## config.mk

```make
export PLATFORM = sky130hd
export DESIGN_NAME = stc_core
export DESIGN_NICKNAME = d
export VERILOG_FILES = /design/src/pkg/stc_pkg.sv /design/src/hdl/stc_capture_in.sv /design/src/hdl/stc_core.sv
export SDC_FILE = /design/constraint.sdc
export NUM_CORES = 1
export LEC_CHECK = 0
export BUFFER_PORTS_ARGS = -buffer_cell sky130_fd_sc_hd__buf_2
export CAP_MARGIN = 20
export CORE_ASPECT_RATIO = 0.7
export CORE_MARGIN = 1
export CORE_UTILIZATION = 55
export DETAILED_ROUTE_END_ITERATION = 8
export PLACE_DENSITY = 0.88
export REMOVE_ABC_BUFFERS = 1
export SLEW_MARGIN = 10
export SYNTH_ARGS = -nofsm -noshare
export SYNTH_HDL_FRONTEND = slang
export SYNTH_SLANG_ARGS = --single-unit
```

## constraint.sdc

```tcl
create_clock -name MCLK_I -period 5.1 [get_ports MCLK_I]
set_input_delay 0 -clock MCLK_I [delete_from_list [all_inputs] [get_ports MCLK_I]]
set_output_delay 0 -clock MCLK_I [all_outputs]
set_load 0.02 [all_outputs]
```

## src/pkg/stc_pkg.sv

```systemverilog
// Shared constants, types and mode decode for the sixteen-bit timer capture core
package stc_pkg;

  // ==========================================================
  // Types
  typedef logic [15:0] stc_word_t;
  typedef logic [7:0]  stc_byte_t;
  typedef logic [2:0]  stc_addr_t;
  typedef logic [3:0]  stc_mode_t;
  typedef logic [2:0]  stc_csel_t;

  // ==========================================================
  // Byte locations on the CPU access port
  localparam stc_addr_t ADDR_CNT_LO = 3'h0;
  localparam stc_addr_t ADDR_CNT_HI = 3'h1;
  localparam stc_addr_t ADDR_CAP_LO = 3'h2;
  localparam stc_addr_t ADDR_CAP_HI = 3'h3;
  localparam stc_addr_t ADDR_CMP_LO = 3'h4;
  localparam stc_addr_t ADDR_CMP_HI = 3'h5;

  // ==========================================================
  // Reset values and fixed counter limits
  localparam stc_word_t WORD_RST = 16'h0000;
  localparam stc_byte_t BYTE_RST = 8'h00;
  localparam stc_word_t VAL_MAX  = 16'hffff;
  localparam stc_word_t TOP_8    = 16'h00ff;
  localparam stc_word_t TOP_9    = 16'h01ff;
  localparam stc_word_t TOP_10   = 16'h03ff;
  localparam stc_word_t STEP     = 16'h0001;

  // ==========================================================
  // Clock source selection
  localparam stc_csel_t   CS_STOPPED   = 3'h0;
  localparam stc_csel_t   CS_FIRST     = 3'h1;
  localparam int unsigned NUM_TICK_SRC = 7;

  // ==========================================================
  // Waveform mode codes
  localparam stc_mode_t MODE_NORMAL   = 4'h0;
  localparam stc_mode_t MODE_PC8      = 4'h1;
  localparam stc_mode_t MODE_PC9      = 4'h2;
  localparam stc_mode_t MODE_PC10     = 4'h3;
  localparam stc_mode_t MODE_CTC_CMP  = 4'h4;
  localparam stc_mode_t MODE_FAST8    = 4'h5;
  localparam stc_mode_t MODE_FAST9    = 4'h6;
  localparam stc_mode_t MODE_FAST10   = 4'h7;
  localparam stc_mode_t MODE_PFC_CAP  = 4'h8;
  localparam stc_mode_t MODE_PFC_CMP  = 4'h9;
  localparam stc_mode_t MODE_PC_CAP   = 4'ha;
  localparam stc_mode_t MODE_PC_CMP   = 4'hb;
  localparam stc_mode_t MODE_CTC_CAP  = 4'hc;
  localparam stc_mode_t MODE_FAST_CAP = 4'he;
  localparam stc_mode_t MODE_FAST_CMP = 4'hf;

  // ==========================================================
  // Mode decode
  // Highest value of the count sequence for a mode
  function automatic stc_word_t stc_top(input stc_mode_t m, input stc_word_t cmp, input stc_word_t cap);
    case (m)
      MODE_PC8, MODE_FAST8:   stc_top = TOP_8;
      MODE_PC9, MODE_FAST9:   stc_top = TOP_9;
      MODE_PC10, MODE_FAST10: stc_top = TOP_10;
      MODE_CTC_CMP, MODE_PFC_CMP, MODE_PC_CMP, MODE_FAST_CMP: stc_top = cmp;
      MODE_PFC_CAP, MODE_PC_CAP, MODE_CTC_CAP, MODE_FAST_CAP: stc_top = cap;
      default:                stc_top = VAL_MAX;
    endcase
  endfunction

  // Up-down counting modes
  function automatic logic stc_dual(input stc_mode_t m);
    stc_dual = m inside {MODE_PC8, MODE_PC9, MODE_PC10, MODE_PFC_CAP, MODE_PFC_CMP, MODE_PC_CAP, MODE_PC_CMP};
  endfunction

  // Single-slope modes that flag overflow at the top
  function automatic logic stc_fast(input stc_mode_t m);
    stc_fast = m inside {MODE_FAST8, MODE_FAST9, MODE_FAST10, MODE_FAST_CAP, MODE_FAST_CMP};
  endfunction

  // Modes where the capture register holds the top
  function automatic logic stc_cap_top(input stc_mode_t m);
    stc_cap_top = m inside {MODE_PFC_CAP, MODE_PC_CAP, MODE_CTC_CAP, MODE_FAST_CAP};
  endfunction

endpackage

```

## src/hdl/stc_capture_in.sv

```systemverilog
// Capture trigger conditioning: synchronise, select source, detect edge
`timescale 1ns/1ps

module stc_capture_in
  import stc_pkg::*;
#(
  parameter int TIMER_INDEX = 1
)
(
  input  wire logic mclk_i,
  input  wire logic rst_b_i,
  input  wire logic ce_i,
  input  wire logic pin_i,
  input  wire logic cmp_i,
  input  wire logic use_cmp_i,
  input  wire logic rising_i,
  input  wire logic enable_i,
  output logic      capture_o
);

  // Only the first timer may be fed by the comparator
  localparam bit CMP_OK = (TIMER_INDEX == 1);

  logic [1:0] pin_sync;
  logic [1:0] cmp_sync;
  logic       src;
  logic       prev;

  // ==========================================================
  // Synchronisers
  // Both sources are foreign to this clock, so each gets two flops
  always_ff @(posedge mclk_i or negedge rst_b_i)
  begin
    if (!rst_b_i)
    begin
      pin_sync <= 2'h0;
      cmp_sync <= 2'h0;
    end
    else if (ce_i)
    begin
      pin_sync <= {pin_sync[0], pin_i};
      cmp_sync <= {cmp_sync[0], cmp_i};
    end
  end

  assign src = (CMP_OK && use_cmp_i) ? cmp_sync[1] : pin_sync[1];

  // ==========================================================
  // Edge detector
  // A source switch may look like an edge; software clears the flag after
  always_ff @(posedge mclk_i or negedge rst_b_i)
  begin
    if (!rst_b_i)
    begin
      prev      <= 1'b0;
      capture_o <= 1'b0;
    end
    else if (ce_i)
    begin
      prev <= src;
      capture_o <= enable_i && (src != prev) && (src == rising_i);
    end
  end
endmodule

```

## src/hdl/stc_core.sv

```systemverilog
// Sixteen-bit timer counter with staged byte access and input capture
`timescale 1ns/1ps

// Operation
// - Low-byte read stages counter upper byte; low-byte write loads it from staging.
// - Three-bit clock source field picks tick; zero stops the counter.
// - Each tick the counter clears, increments or decrements by one per mode.
// - Counter stays readable and writable with or without any tick.
// - A CPU counter write beats any clear or count in that cycle.
// - Four-bit waveform mode, split over control A and B, picks the sequence.
// - Overflow flag sets at the mode's point and serves as interrupt request.
// - Floor shows counter zero, ceiling shows top; clear zeroes all bits.
// - Capture fires when pin or comparator change matches the edge setting.
// - Comparator trigger exists only on timer one; timer three uses pin only.
// - Capture copies the full counter and sets the flag in one cycle.
// - Capture flag requests interrupt only when enabled; servicing clears it.
// - Writing one to the capture flag clears it.
// - Capture low byte read first stages upper byte; upper read returns staging.
// - Capture register takes writes only in modes using it as top.
// - One staging byte serves every sixteen-bit register of the timer.
// - Compare register reads return both bytes directly, bypassing staging.

module stc_core
  import stc_pkg::*;
#(
  parameter int TIMER_INDEX = 1
)
(
  input  wire logic                    MCLK_I,
  input  wire logic                    RST_B_I,
  input  wire logic                    CE_I,
  input  wire stc_addr_t               IO_ADDR_I,
  input  wire logic                    IO_RD_I,
  input  wire logic                    IO_WR_I,
  input  wire stc_byte_t               IO_WDATA_I,
  input  wire stc_csel_t               CLOCK_SOURCE_I,
  input  wire logic [NUM_TICK_SRC-1:0] TICK_SRC_I,
  input  wire logic [1:0]              MODE_LOW_I,
  input  wire logic [1:0]              MODE_HIGH_I,
  input  wire logic                    CAPTURE_PIN_I,
  input  wire logic                    COMPARATOR_OUTPUT_I,
  input  wire logic                    COMPARATOR_SELECT_I,
  input  wire logic                    CAPTURE_RISING_I,
  input  wire logic                    CAPTURE_IRQ_ENABLE_I,
  input  wire logic                    CAPTURE_FLAG_CLEAR_I,
  input  wire logic                    CAPTURE_IRQ_ACK_I,
  input  wire logic                    OVERFLOW_FLAG_CLEAR_I,
  input  wire logic                    OVERFLOW_IRQ_ACK_I,
  output stc_byte_t                    IO_RDATA_O,
  output logic                         OVERFLOW_FLAG_O,
  output logic                         CAPTURE_FLAG_O,
  output logic                         CAPTURE_IRQ_O,
  output logic                         FLOOR_O,
  output logic                         CEILING_O
);

  stc_word_t count;
  stc_word_t next_count;
  stc_word_t capture;
  stc_word_t compare;
  stc_byte_t staging;
  stc_mode_t mode;
  stc_word_t top;
  logic      down;
  logic      next_down;
  logic      tick;
  logic      cnt_clear;
  logic      cnt_count;
  logic      cnt_up;
  logic      ovf_evt;
  logic      cap_evt;
  logic      cnt_wr;
  logic      cap_wr;
  logic      cmp_wr;
  logic      hi_wr;
  logic      next_cflag;
  logic      next_oflag;

  // ==========================================================
  // Mode, top and tick selection
  // split mode field
  assign mode = {MODE_HIGH_I, MODE_LOW_I};
  assign top  = stc_top(mode, compare, capture);

  // Tick sources are prescaler taps already on this clock, so no sync
  // source select and stop
  assign tick = (CLOCK_SOURCE_I != CS_STOPPED) && TICK_SRC_I[CLOCK_SOURCE_I - CS_FIRST];

  // Byte strobes
  assign cnt_wr = IO_WR_I && (IO_ADDR_I == ADDR_CNT_LO);
  assign cap_wr = IO_WR_I && (IO_ADDR_I == ADDR_CAP_LO) && stc_cap_top(mode);
  assign cmp_wr = IO_WR_I && (IO_ADDR_I == ADDR_CMP_LO);
  assign hi_wr  = IO_WR_I && (IO_ADDR_I inside {ADDR_CNT_HI, ADDR_CAP_HI, ADDR_CMP_HI});

  // ==========================================================
  // Counter controls: clear, count and direction
  // per-mode count control
  always_comb
  begin
    cnt_clear = 1'b0;
    cnt_count = 1'b0;
    cnt_up    = 1'b1;
    next_down = down;
    ovf_evt   = 1'b0;
    if (tick)
    begin
      if (stc_dual(mode))
      begin
        cnt_count = 1'b1;
        if (down && (count == WORD_RST))
        begin
          next_down = 1'b0;
          ovf_evt   = 1'b1;
        end
        else if (!down && (count >= top))
        begin
          next_down = 1'b1;
        end
        cnt_up = !next_down;
      end
      else if ((count == top) || (count == VAL_MAX))
      begin
        cnt_clear = 1'b1;
        // fast at top, others at max
        ovf_evt = stc_fast(mode) || (count == VAL_MAX);
      end
      else
      begin
        cnt_count = 1'b1;
      end
    end
  end

  // Next counter value; the CPU write wins over everything
  always_comb
  begin
    if (cnt_wr)
      next_count = {staging, IO_WDATA_I};
    else if (cnt_clear)
      next_count = WORD_RST;
    else if (cnt_count)
      next_count = cnt_up ? count + STEP : count - STEP;
    else
      next_count = count;
  end

  // ==========================================================
  // Counter state
  // counter update, tick or not
  always_ff @(posedge MCLK_I or negedge RST_B_I)
  begin
    if (!RST_B_I)
    begin
      count <= WORD_RST;
      down  <= 1'b0;
    end
    else if (CE_I)
    begin
      count <= next_count;
      down  <= cnt_wr ? down : next_down;
    end
  end

  // Floor and ceiling follow the value the counter takes
  // floor and ceiling
  always_ff @(posedge MCLK_I or negedge RST_B_I)
  begin
    if (!RST_B_I)
    begin
      FLOOR_O   <= 1'b1;
      CEILING_O <= 1'b0;
    end
    else if (CE_I)
    begin
      FLOOR_O   <= (next_count == WORD_RST);
      CEILING_O <= (next_count == top);
    end
  end

  // ==========================================================
  // Staging byte shared by all three registers
  // Interrupt code touching it mid-access corrupts the main code's pair
  // single shared staging
  always_ff @(posedge MCLK_I or negedge RST_B_I)
  begin
    if (!RST_B_I)
      staging <= BYTE_RST;
    else if (CE_I)
    begin
      if (hi_wr)
        staging <= IO_WDATA_I;
      else if (IO_RD_I && (IO_ADDR_I == ADDR_CNT_LO))
        staging <= count[15:8];
      else if (IO_RD_I && (IO_ADDR_I == ADDR_CAP_LO))
        staging <= capture[15:8];
    end
  end

  // Read data, one cycle after the strobe
  always_ff @(posedge MCLK_I or negedge RST_B_I)
  begin
    if (!RST_B_I)
      IO_RDATA_O <= BYTE_RST;
    else if (CE_I && IO_RD_I)
    begin
      case (IO_ADDR_I)
        ADDR_CNT_LO: IO_RDATA_O <= count[7:0];
        ADDR_CNT_HI: IO_RDATA_O <= staging;
        ADDR_CAP_LO: IO_RDATA_O <= capture[7:0];
        ADDR_CAP_HI: IO_RDATA_O <= staging;
        ADDR_CMP_LO: IO_RDATA_O <= compare[7:0];
        ADDR_CMP_HI: IO_RDATA_O <= compare[15:8];
        default:     IO_RDATA_O <= BYTE_RST;
      endcase
    end
  end

  // ==========================================================
  // Compare and capture registers
  always_ff @(posedge MCLK_I or negedge RST_B_I)
  begin
    if (!RST_B_I)
      compare <= WORD_RST;
    else if (CE_I && cmp_wr)
      compare <= {staging, IO_WDATA_I};
  end

  // Capture input is off while the register defines the top
  stc_capture_in #(
    .TIMER_INDEX (TIMER_INDEX)
  ) u_capture_in (
    .mclk_i    (MCLK_I),
    .rst_b_i   (RST_B_I),
    .ce_i      (CE_I),
    .pin_i     (CAPTURE_PIN_I),
    .cmp_i     (COMPARATOR_OUTPUT_I),
    .use_cmp_i (COMPARATOR_SELECT_I),
    .rising_i  (CAPTURE_RISING_I),
    .enable_i  (!stc_cap_top(mode)),
    .capture_o (cap_evt)
  );

  always_ff @(posedge MCLK_I or negedge RST_B_I)
  begin
    if (!RST_B_I)
      capture <= WORD_RST;
    else if (CE_I)
    begin
      if (cap_evt)
        capture <= count;
      else if (cap_wr)
        capture <= {staging, IO_WDATA_I};
    end
  end

  // ==========================================================
  // Flags; an event in the clearing cycle still sets the flag
  // write-one clear, set wins
  assign next_cflag = cap_evt || (CAPTURE_FLAG_O && !(CAPTURE_FLAG_CLEAR_I || CAPTURE_IRQ_ACK_I));
  assign next_oflag = (ovf_evt && !cnt_wr) || (OVERFLOW_FLAG_O && !(OVERFLOW_FLAG_CLEAR_I || OVERFLOW_IRQ_ACK_I));

  always_ff @(posedge MCLK_I or negedge RST_B_I)
  begin
    if (!RST_B_I)
    begin
      CAPTURE_FLAG_O  <= 1'b0;
      OVERFLOW_FLAG_O <= 1'b0;
    end
    else if (CE_I)
    begin
      CAPTURE_FLAG_O  <= next_cflag;
      OVERFLOW_FLAG_O <= next_oflag;
    end
  end

  always_ff @(posedge MCLK_I or negedge RST_B_I)
  begin
    if (!RST_B_I)
      CAPTURE_IRQ_O <= 1'b0;
    else if (CE_I)
      CAPTURE_IRQ_O <= next_cflag && CAPTURE_IRQ_ENABLE_I;
  end
endmodule

```

* Word level (Yosys, flattened, before mapping) *
Cells that the tools add are included.

word-level totals
  register bits after elaboration = 76
  output and inout bits = 13
  word-level logic and storage cells = 124

operators by class
  reduce and logical (&&, ||, !) cells = 49
  magnitude comparators = 2
  add/subtract/negate cells = 3
  bitwise operators = 1
  mux-type cells = 30
  eq/ne operators = 24

operators with widths
  kind                                                                   number
  16-bit two-way mux                                                     6
  16-bit case mux with 5 select lines                                    1
  8-bit case mux with 5 select lines                                     1
  16-bit == test                                                         2
  16-bit logical NOT                                                     2
  4-bit == test (second input constant)                                  7
  8-bit two-way mux                                                      3
  1-bit logical AND                                                      18
  1-bit two-way mux                                                      18
  16-bit by 1-bit adder with 16-bit output (second input constant)       1
  16-bit == test (second input constant)                                 1
  4-bit by 3-bit == test with 1-bit output (second input constant)       4
  16-bit >= comparator                                                   1
  16-bit by 1-bit subtractor with 16-bit output (second input constant)  1
  3-bit nonzero test                                                     3
  4-bit by 2-bit == test with 1-bit output (second input constant)       2
  2-bit OR reduction                                                     4
  4-bit OR reduction                                                     2
  7-bit nonzero test                                                     1
  3-bit by 2-bit == test with 1-bit output (second input constant)       2
  3-bit == test (second input constant)                                  2
  1-bit logical NOT                                                      6
  1-bit logical OR                                                       6
  5-bit nonzero test                                                     1
  13 further kinds                                                       14

* Longest topological paths before layout *
  word-level depth = 17
  mapped depth = 23

* Cells and area by module *
A second synthesis with hierarchy kept.

second synthesis, totals
  cell total of the unflattened synthesis = 701
  area, all modules = 6069.6 sq um

modules (own cells, without submodules)
  module          cells each  instances  area each (sq um)  seq. area each (sq um)
  stc_core        682         1          5791.8             1752.9
  stc_capture_in  19          1          277.8              150.1

* Worst setup path after synthesis *
No wires, ideal clock.

  kind = in2reg
  start = input MODE_HIGH_I[1]
  end = register CEILING_O
  data arrival time = 5.134 ns
  stages on the path = 21
  slack = -0.111 ns
  cells stage by stage = clkbuf_1 > clkbuf_1 > o21ai_0 > a31oi_1 > nor2_1 > ha_1 > nand4_1 > nor4_4 > a2111oi_0 > a21oi_1 > ha_1 > buf_4 > a21o_1 > a2111o_1 > o221a_2 > xor2_1 > a222oi_1 > xor2_1 > a2111oi_0 > nand4_1 > o21ai_1

between the ends
  longest elaborated chain between the ends = 17
  elaborated cells on any way between the ends = 43
  those cells by class = 1 x order compare; 16 x eq/ne; 17 x mux; 9 x reduce/logical

RTL lines
  element                                                   line                          RTL
  start: declaration                                        stc_core.sv:39                input wire logic [1:0] MODE_HIGH_I,
  4-bit == test, or another cell as far along               stc_pkg.sv:59, stc_pkg.sv:71
  4-bit OR reduction or 2-bit OR reduction (tied branches)  stc_pkg.sv:59                 case (m)
  16-bit case mux with 5 select lines                       stc_pkg.sv:59
  16-bit >= comparator                                      stc_core.sv:115               else if (!down && (count >= top))
  1-bit logical AND                                         stc_core.sv:115
  1-bit two-way mux                                         stc_core.sv:115
  1-bit two-way mux                                         stc_core.sv:110               if (down && (count == WORD_RST))
  1-bit two-way mux                                         stc_core.sv:107               if (stc_dual(mode))
  1-bit two-way mux                                         stc_core.sv:105               if (tick)
  1-bit logical NOT                                         stc_core.sv:119               cnt_up = !next_down;
  1-bit two-way mux                                         stc_core.sv:107
  1-bit two-way mux                                         stc_core.sv:105
  16-bit two-way mux                                        stc_core.sv:142               next_count = cnt_up ? count + STEP : count - STEP;
  16-bit two-way mux                                        stc_core.sv:141               else if (cnt_count)
  16-bit two-way mux                                        stc_core.sv:139               else if (cnt_clear)
  16-bit two-way mux                                        stc_core.sv:137               if (cnt_wr)
  16-bit == test (*)                                        stc_core.sv:176               CEILING_O <= (next_count == top);
  end signal: assignment                                    stc_core.sv:176
  end: declaration                                          stc_core.sv:54                output logic CEILING_O

Every way passes the cells marked *; elsewhere a longest branch is shown, timed or not. The select of a mux whose other input is x is not followed.
A chain may end at the register's enable or synchronous reset.

* Final worst setup path *
  start = register capture[13]
  end = register CEILING_O

between the ends
  longest elaborated chain between the ends = 15
  elaborated cells on any way between the ends = 23
  those cells by class = 1 x order compare; 2 x eq/ne; 17 x mux; 3 x reduce/logical

RTL lines
  element                                  line             RTL
  start: declaration                       stc_core.sv:59   stc_word_t capture;
  start signal: assignment                 stc_core.sv:250  capture <= count;
  start signal: assignment                 stc_core.sv:252  capture <= {staging, IO_WDATA_I};
  16-bit case mux with 5 select lines (*)  stc_pkg.sv:59
  16-bit >= comparator                     stc_core.sv:115
  1-bit logical AND                        stc_core.sv:115
  1-bit two-way mux                        stc_core.sv:115
  1-bit two-way mux                        stc_core.sv:110
  1-bit two-way mux                        stc_core.sv:107
  1-bit two-way mux                        stc_core.sv:105
  1-bit logical NOT                        stc_core.sv:119
  1-bit two-way mux                        stc_core.sv:107
  1-bit two-way mux                        stc_core.sv:105
  16-bit two-way mux                       stc_core.sv:142
  16-bit two-way mux                       stc_core.sv:141
  16-bit two-way mux                       stc_core.sv:139
  16-bit two-way mux                       stc_core.sv:137
  16-bit == test (*)                       stc_core.sv:176

Marks and branches as above.

==> results by group <==
Run status
  – Status: finished, final reports clean

Timing
  – Fin crit share: 0.997
  – Final setup viols: 0
  – Fin crit period: 5080 ps
  – Worst setup slack after layout: 16.7 ps
  – Worst slew margin: 0.283
  – Hold Vio Cnt, Final: 0
  – Worst Tran Pin Value: 1070 ps
  – Max-slew violation count: 0
  – Clock skew: 8.59 ps
  – Fmax: 197 MHz
  – Fin Setup TNS: 0 ps

Drt
  – Drt pass-1 iters: 6
  – Met3 wire length: 3860 um
  – Initial DRC count: 1139
  – Top layer in use: met4
  – Final WL: 23400 um
  – Via density: 6.99
  – Routed wire per std cell: 22.1 um
  – ANT nets after route: 0
  – DR WL met2: 9520 um
  – Met1 wire length: 9070 um
  – DR vias: 7393
  – # DRC: 0

Final layout
  – Sequential cell area: 1900 um2
  – Area growth syn-to-layout: 22.7%
  – # diodes: 0
  – Finished Layout Cells: 1058
  – Layout cells sized above 1: 0.260
  – # nets final: 972
  – Multi-input logic area: 4530 um2
  – Post-route design area: 8060 um2
  – Layout fillers: 809

Job
  – Number of max-cap violations: 0

CTS
  – # H-tree levels: 3
  – Latest clock arrival within the worst-skew pair: 340 ps
  – Clock root cell: clkbuf_16
  – Total CTS buffers: 9
  – CTS tree: yes
  – Largest buffer count on any clock path: 2
  – Worst-path clk slew: 70 ps
  – CTS sink cnt: 76

Setup path
  – Critical path endpoint category: register
  – Critical path peak fanout: 6
  – Arr. time, crit path: 5360 ps
  – Worst setup SP type: register
  – Worst Setup Path Type: reg2reg
  – Flop2flop setup slack: 20 ps
  – CP Data Required Time: 5370 ps

Yosys
  – Distinct cells, synth: 91
  – Top FF cell, synth: dfrtp_1
  – Synthesis-stage register bit count: 76
  – Synth top cells by count: dfrtp_1, nor2_1, a21oi_1
  – Post-synth EDFFs: 0
  – Syn Area/Cell: 8.51 um2
  – Top cell type's share of synthesized area: 0.286
  – Ys async rst share: 1.00
  – Area of the mapped netlist: 6570 um2
  – Gate Count Post-Synth: 772
  – Area contributors post-synth: dfrtp_1, ha_1, mux2i_1, a21oi_1, mux2_2
  – Sequential area share after synthesis: 0.290
  – Cell with the most instances after synthesis: dfrtp_1
  – Yosys warns: 0
  – Yosys top cell by area: dfrtp_1

Global route
  – Gr usage total: 0.377
  – Vias in the first global route: 6728
  – Initial antenna violation count: 0
  – GRT overflow: 0
  – Wire length of the first global-routing pass: 36100 um
  – Largest net degree at the start of global routing: 77

Floorplan
  – I/O Pins: 52
  – Initial Util: 0.580
  – Die Width: 133 um
  – Die Y: 93.4 um
  – Rows: 32
  – Core ar.: 11300 um2
  – DIE AREA: 12400 um2

Worst hold path
  – Min-Delay Path Class: in2reg

Placement
  – Port bufs: 51
  – GP Congestion: 1.01
  – Dpl ws: -527 ps
  – Placed Cells: 1026
  – DP Wirelength: 16400 um
  – Cell Area, Placed: 7520 um2

Power and ir drop
  – Total power: 4.11 mW
  – Worst-case vdd ir drop: 282 uV
  – Pleak: 3.62 nW
  – PwrDens: 510 nW/um2
cell type report:
cell class,instances,area share
multi-input combinational,634,0.562
timing repair buffer,156,0.133
clock buffer,9,0.0280
clock inverter,7,0.00637
inverter,23,0.0107
sequential,76,0.236
tap,153,0.0238
per-stage QoR:
stage | util | hold slack, ps
2_1_floorplan | - | -296
3_3_place_gp | 0.664 | 204
3_5_place_dp | 0.664 | 205
4_1_cts | 0.699 | 8.90
5_1_grt | 0.711 | 34.0
6_report | 0.711 | 35.1
kinds of logic after synthesis:
kind of cell | after synthesis | share of synthesized area
AND/OR/NAND/NOR | 268 | 0.221
AO/OA/AOI/OAI | 256 | 0.261
flip-flops | 76 | 0.290
multiplexers | 66 | 0.110
buffers and inverters | 63 | 0.0411
adder cells (fa/ha/maj) | 33 | 0.0640
XOR/XNOR | 10 | 0.0133
flip-flops by register name (all words and copies together), names as in the netlist:
signal / count
capture: 16
compare: 16
count: 16
IO_RDATA_O: 8
staging: 8
u_capture_in.cmp_sync: 2
u_capture_in.pin_sync: 2
CAPTURE_FLAG_O: 1
CAPTURE_IRQ_O: 1
CEILING_O: 1
FLOOR_O: 1
OVERFLOW_FLAG_O: 1
down: 1
u_capture_in.capture_o: 1
u_capture_in.prev: 1
report_power, final:
part | internal [mW] | leakage (nW) | switching (mW) | total [mW]
clock | 0.333 | 0.137 | 0.279 | 0.612
sequential | 0.815 | 0.920 | 0.251 | 1.07
combinational | 1.04 | 2.56 | 1.39 | 2.43
path summary, 6_finish.rpt:
path	start	depth (start not counted)	endpoint
worst min-delay path	IO_WDATA_I[7]	2	compare[7]
max in group asynchronous	RST_B_I	2	capture[5]
worst max-delay path	capture[13]	17	CEILING_O
worst min register to register	OVERFLOW_FLAG_O	2	OVERFLOW_FLAG_O
worst max register to register	capture[13]	17	CEILING_O
min in group asynchronous	RST_B_I	2	count[15]
worst max-delay path, cell delays in order (launching register included):
cell	delay, ps
dfrtp_1	420
a221oi_2	360
ha_1	340
a21o_1	180
a21o_1	200
a2111oi_4	530
a21oi_4	160
buf_4	170
ha_1	390
nand3_1	150
o2111ai_2	290
xor2_1	280
a311oi_1	130
nor4_1	420
o2111ai_1	270
a2111oi_2	400
nand4_1	160
o21ai_1	160
cells in the final DEF (no fill, tap or decap), drive strengths merged, types with 8 or more instances in the layout:
cell	netlist	layout
nand2	55	55
a21o	8	8
nand2b	11	11
nand4	12	12
nor4	16	16
nor2	72	72
buf	17	146
o211ai	8	8
clkbuf	23	9
dfrtp	75	75
nor3	17	17
mux2	27	27
nor2b	18	18
xor2	8	8
dlygate4sd3	0	10
o22a	11	11
ha	32	32
mux2i	38	38
inv	23	25
a21oi	70	71
nand3	22	22
o21ai	62	62
routing by layer:
metal	track usage	up-vias
met5	0	-
met4	0.119	0
met3	0.145	144
met2	0.560	665
met1	0.503	3392
li1	-	3192
repair_timing:
item                                    CTS  global route
pin swaps                                 0             4
gates resized for setup                   5            15
endpoints found under the setup margin    3             2
endpoints found under the hold margin    83             0
cloned                                    0             1
buffers inserted                          0             5
hold buffers                             10             0
No activity file was read; power rests on OpenSTA's default activity.
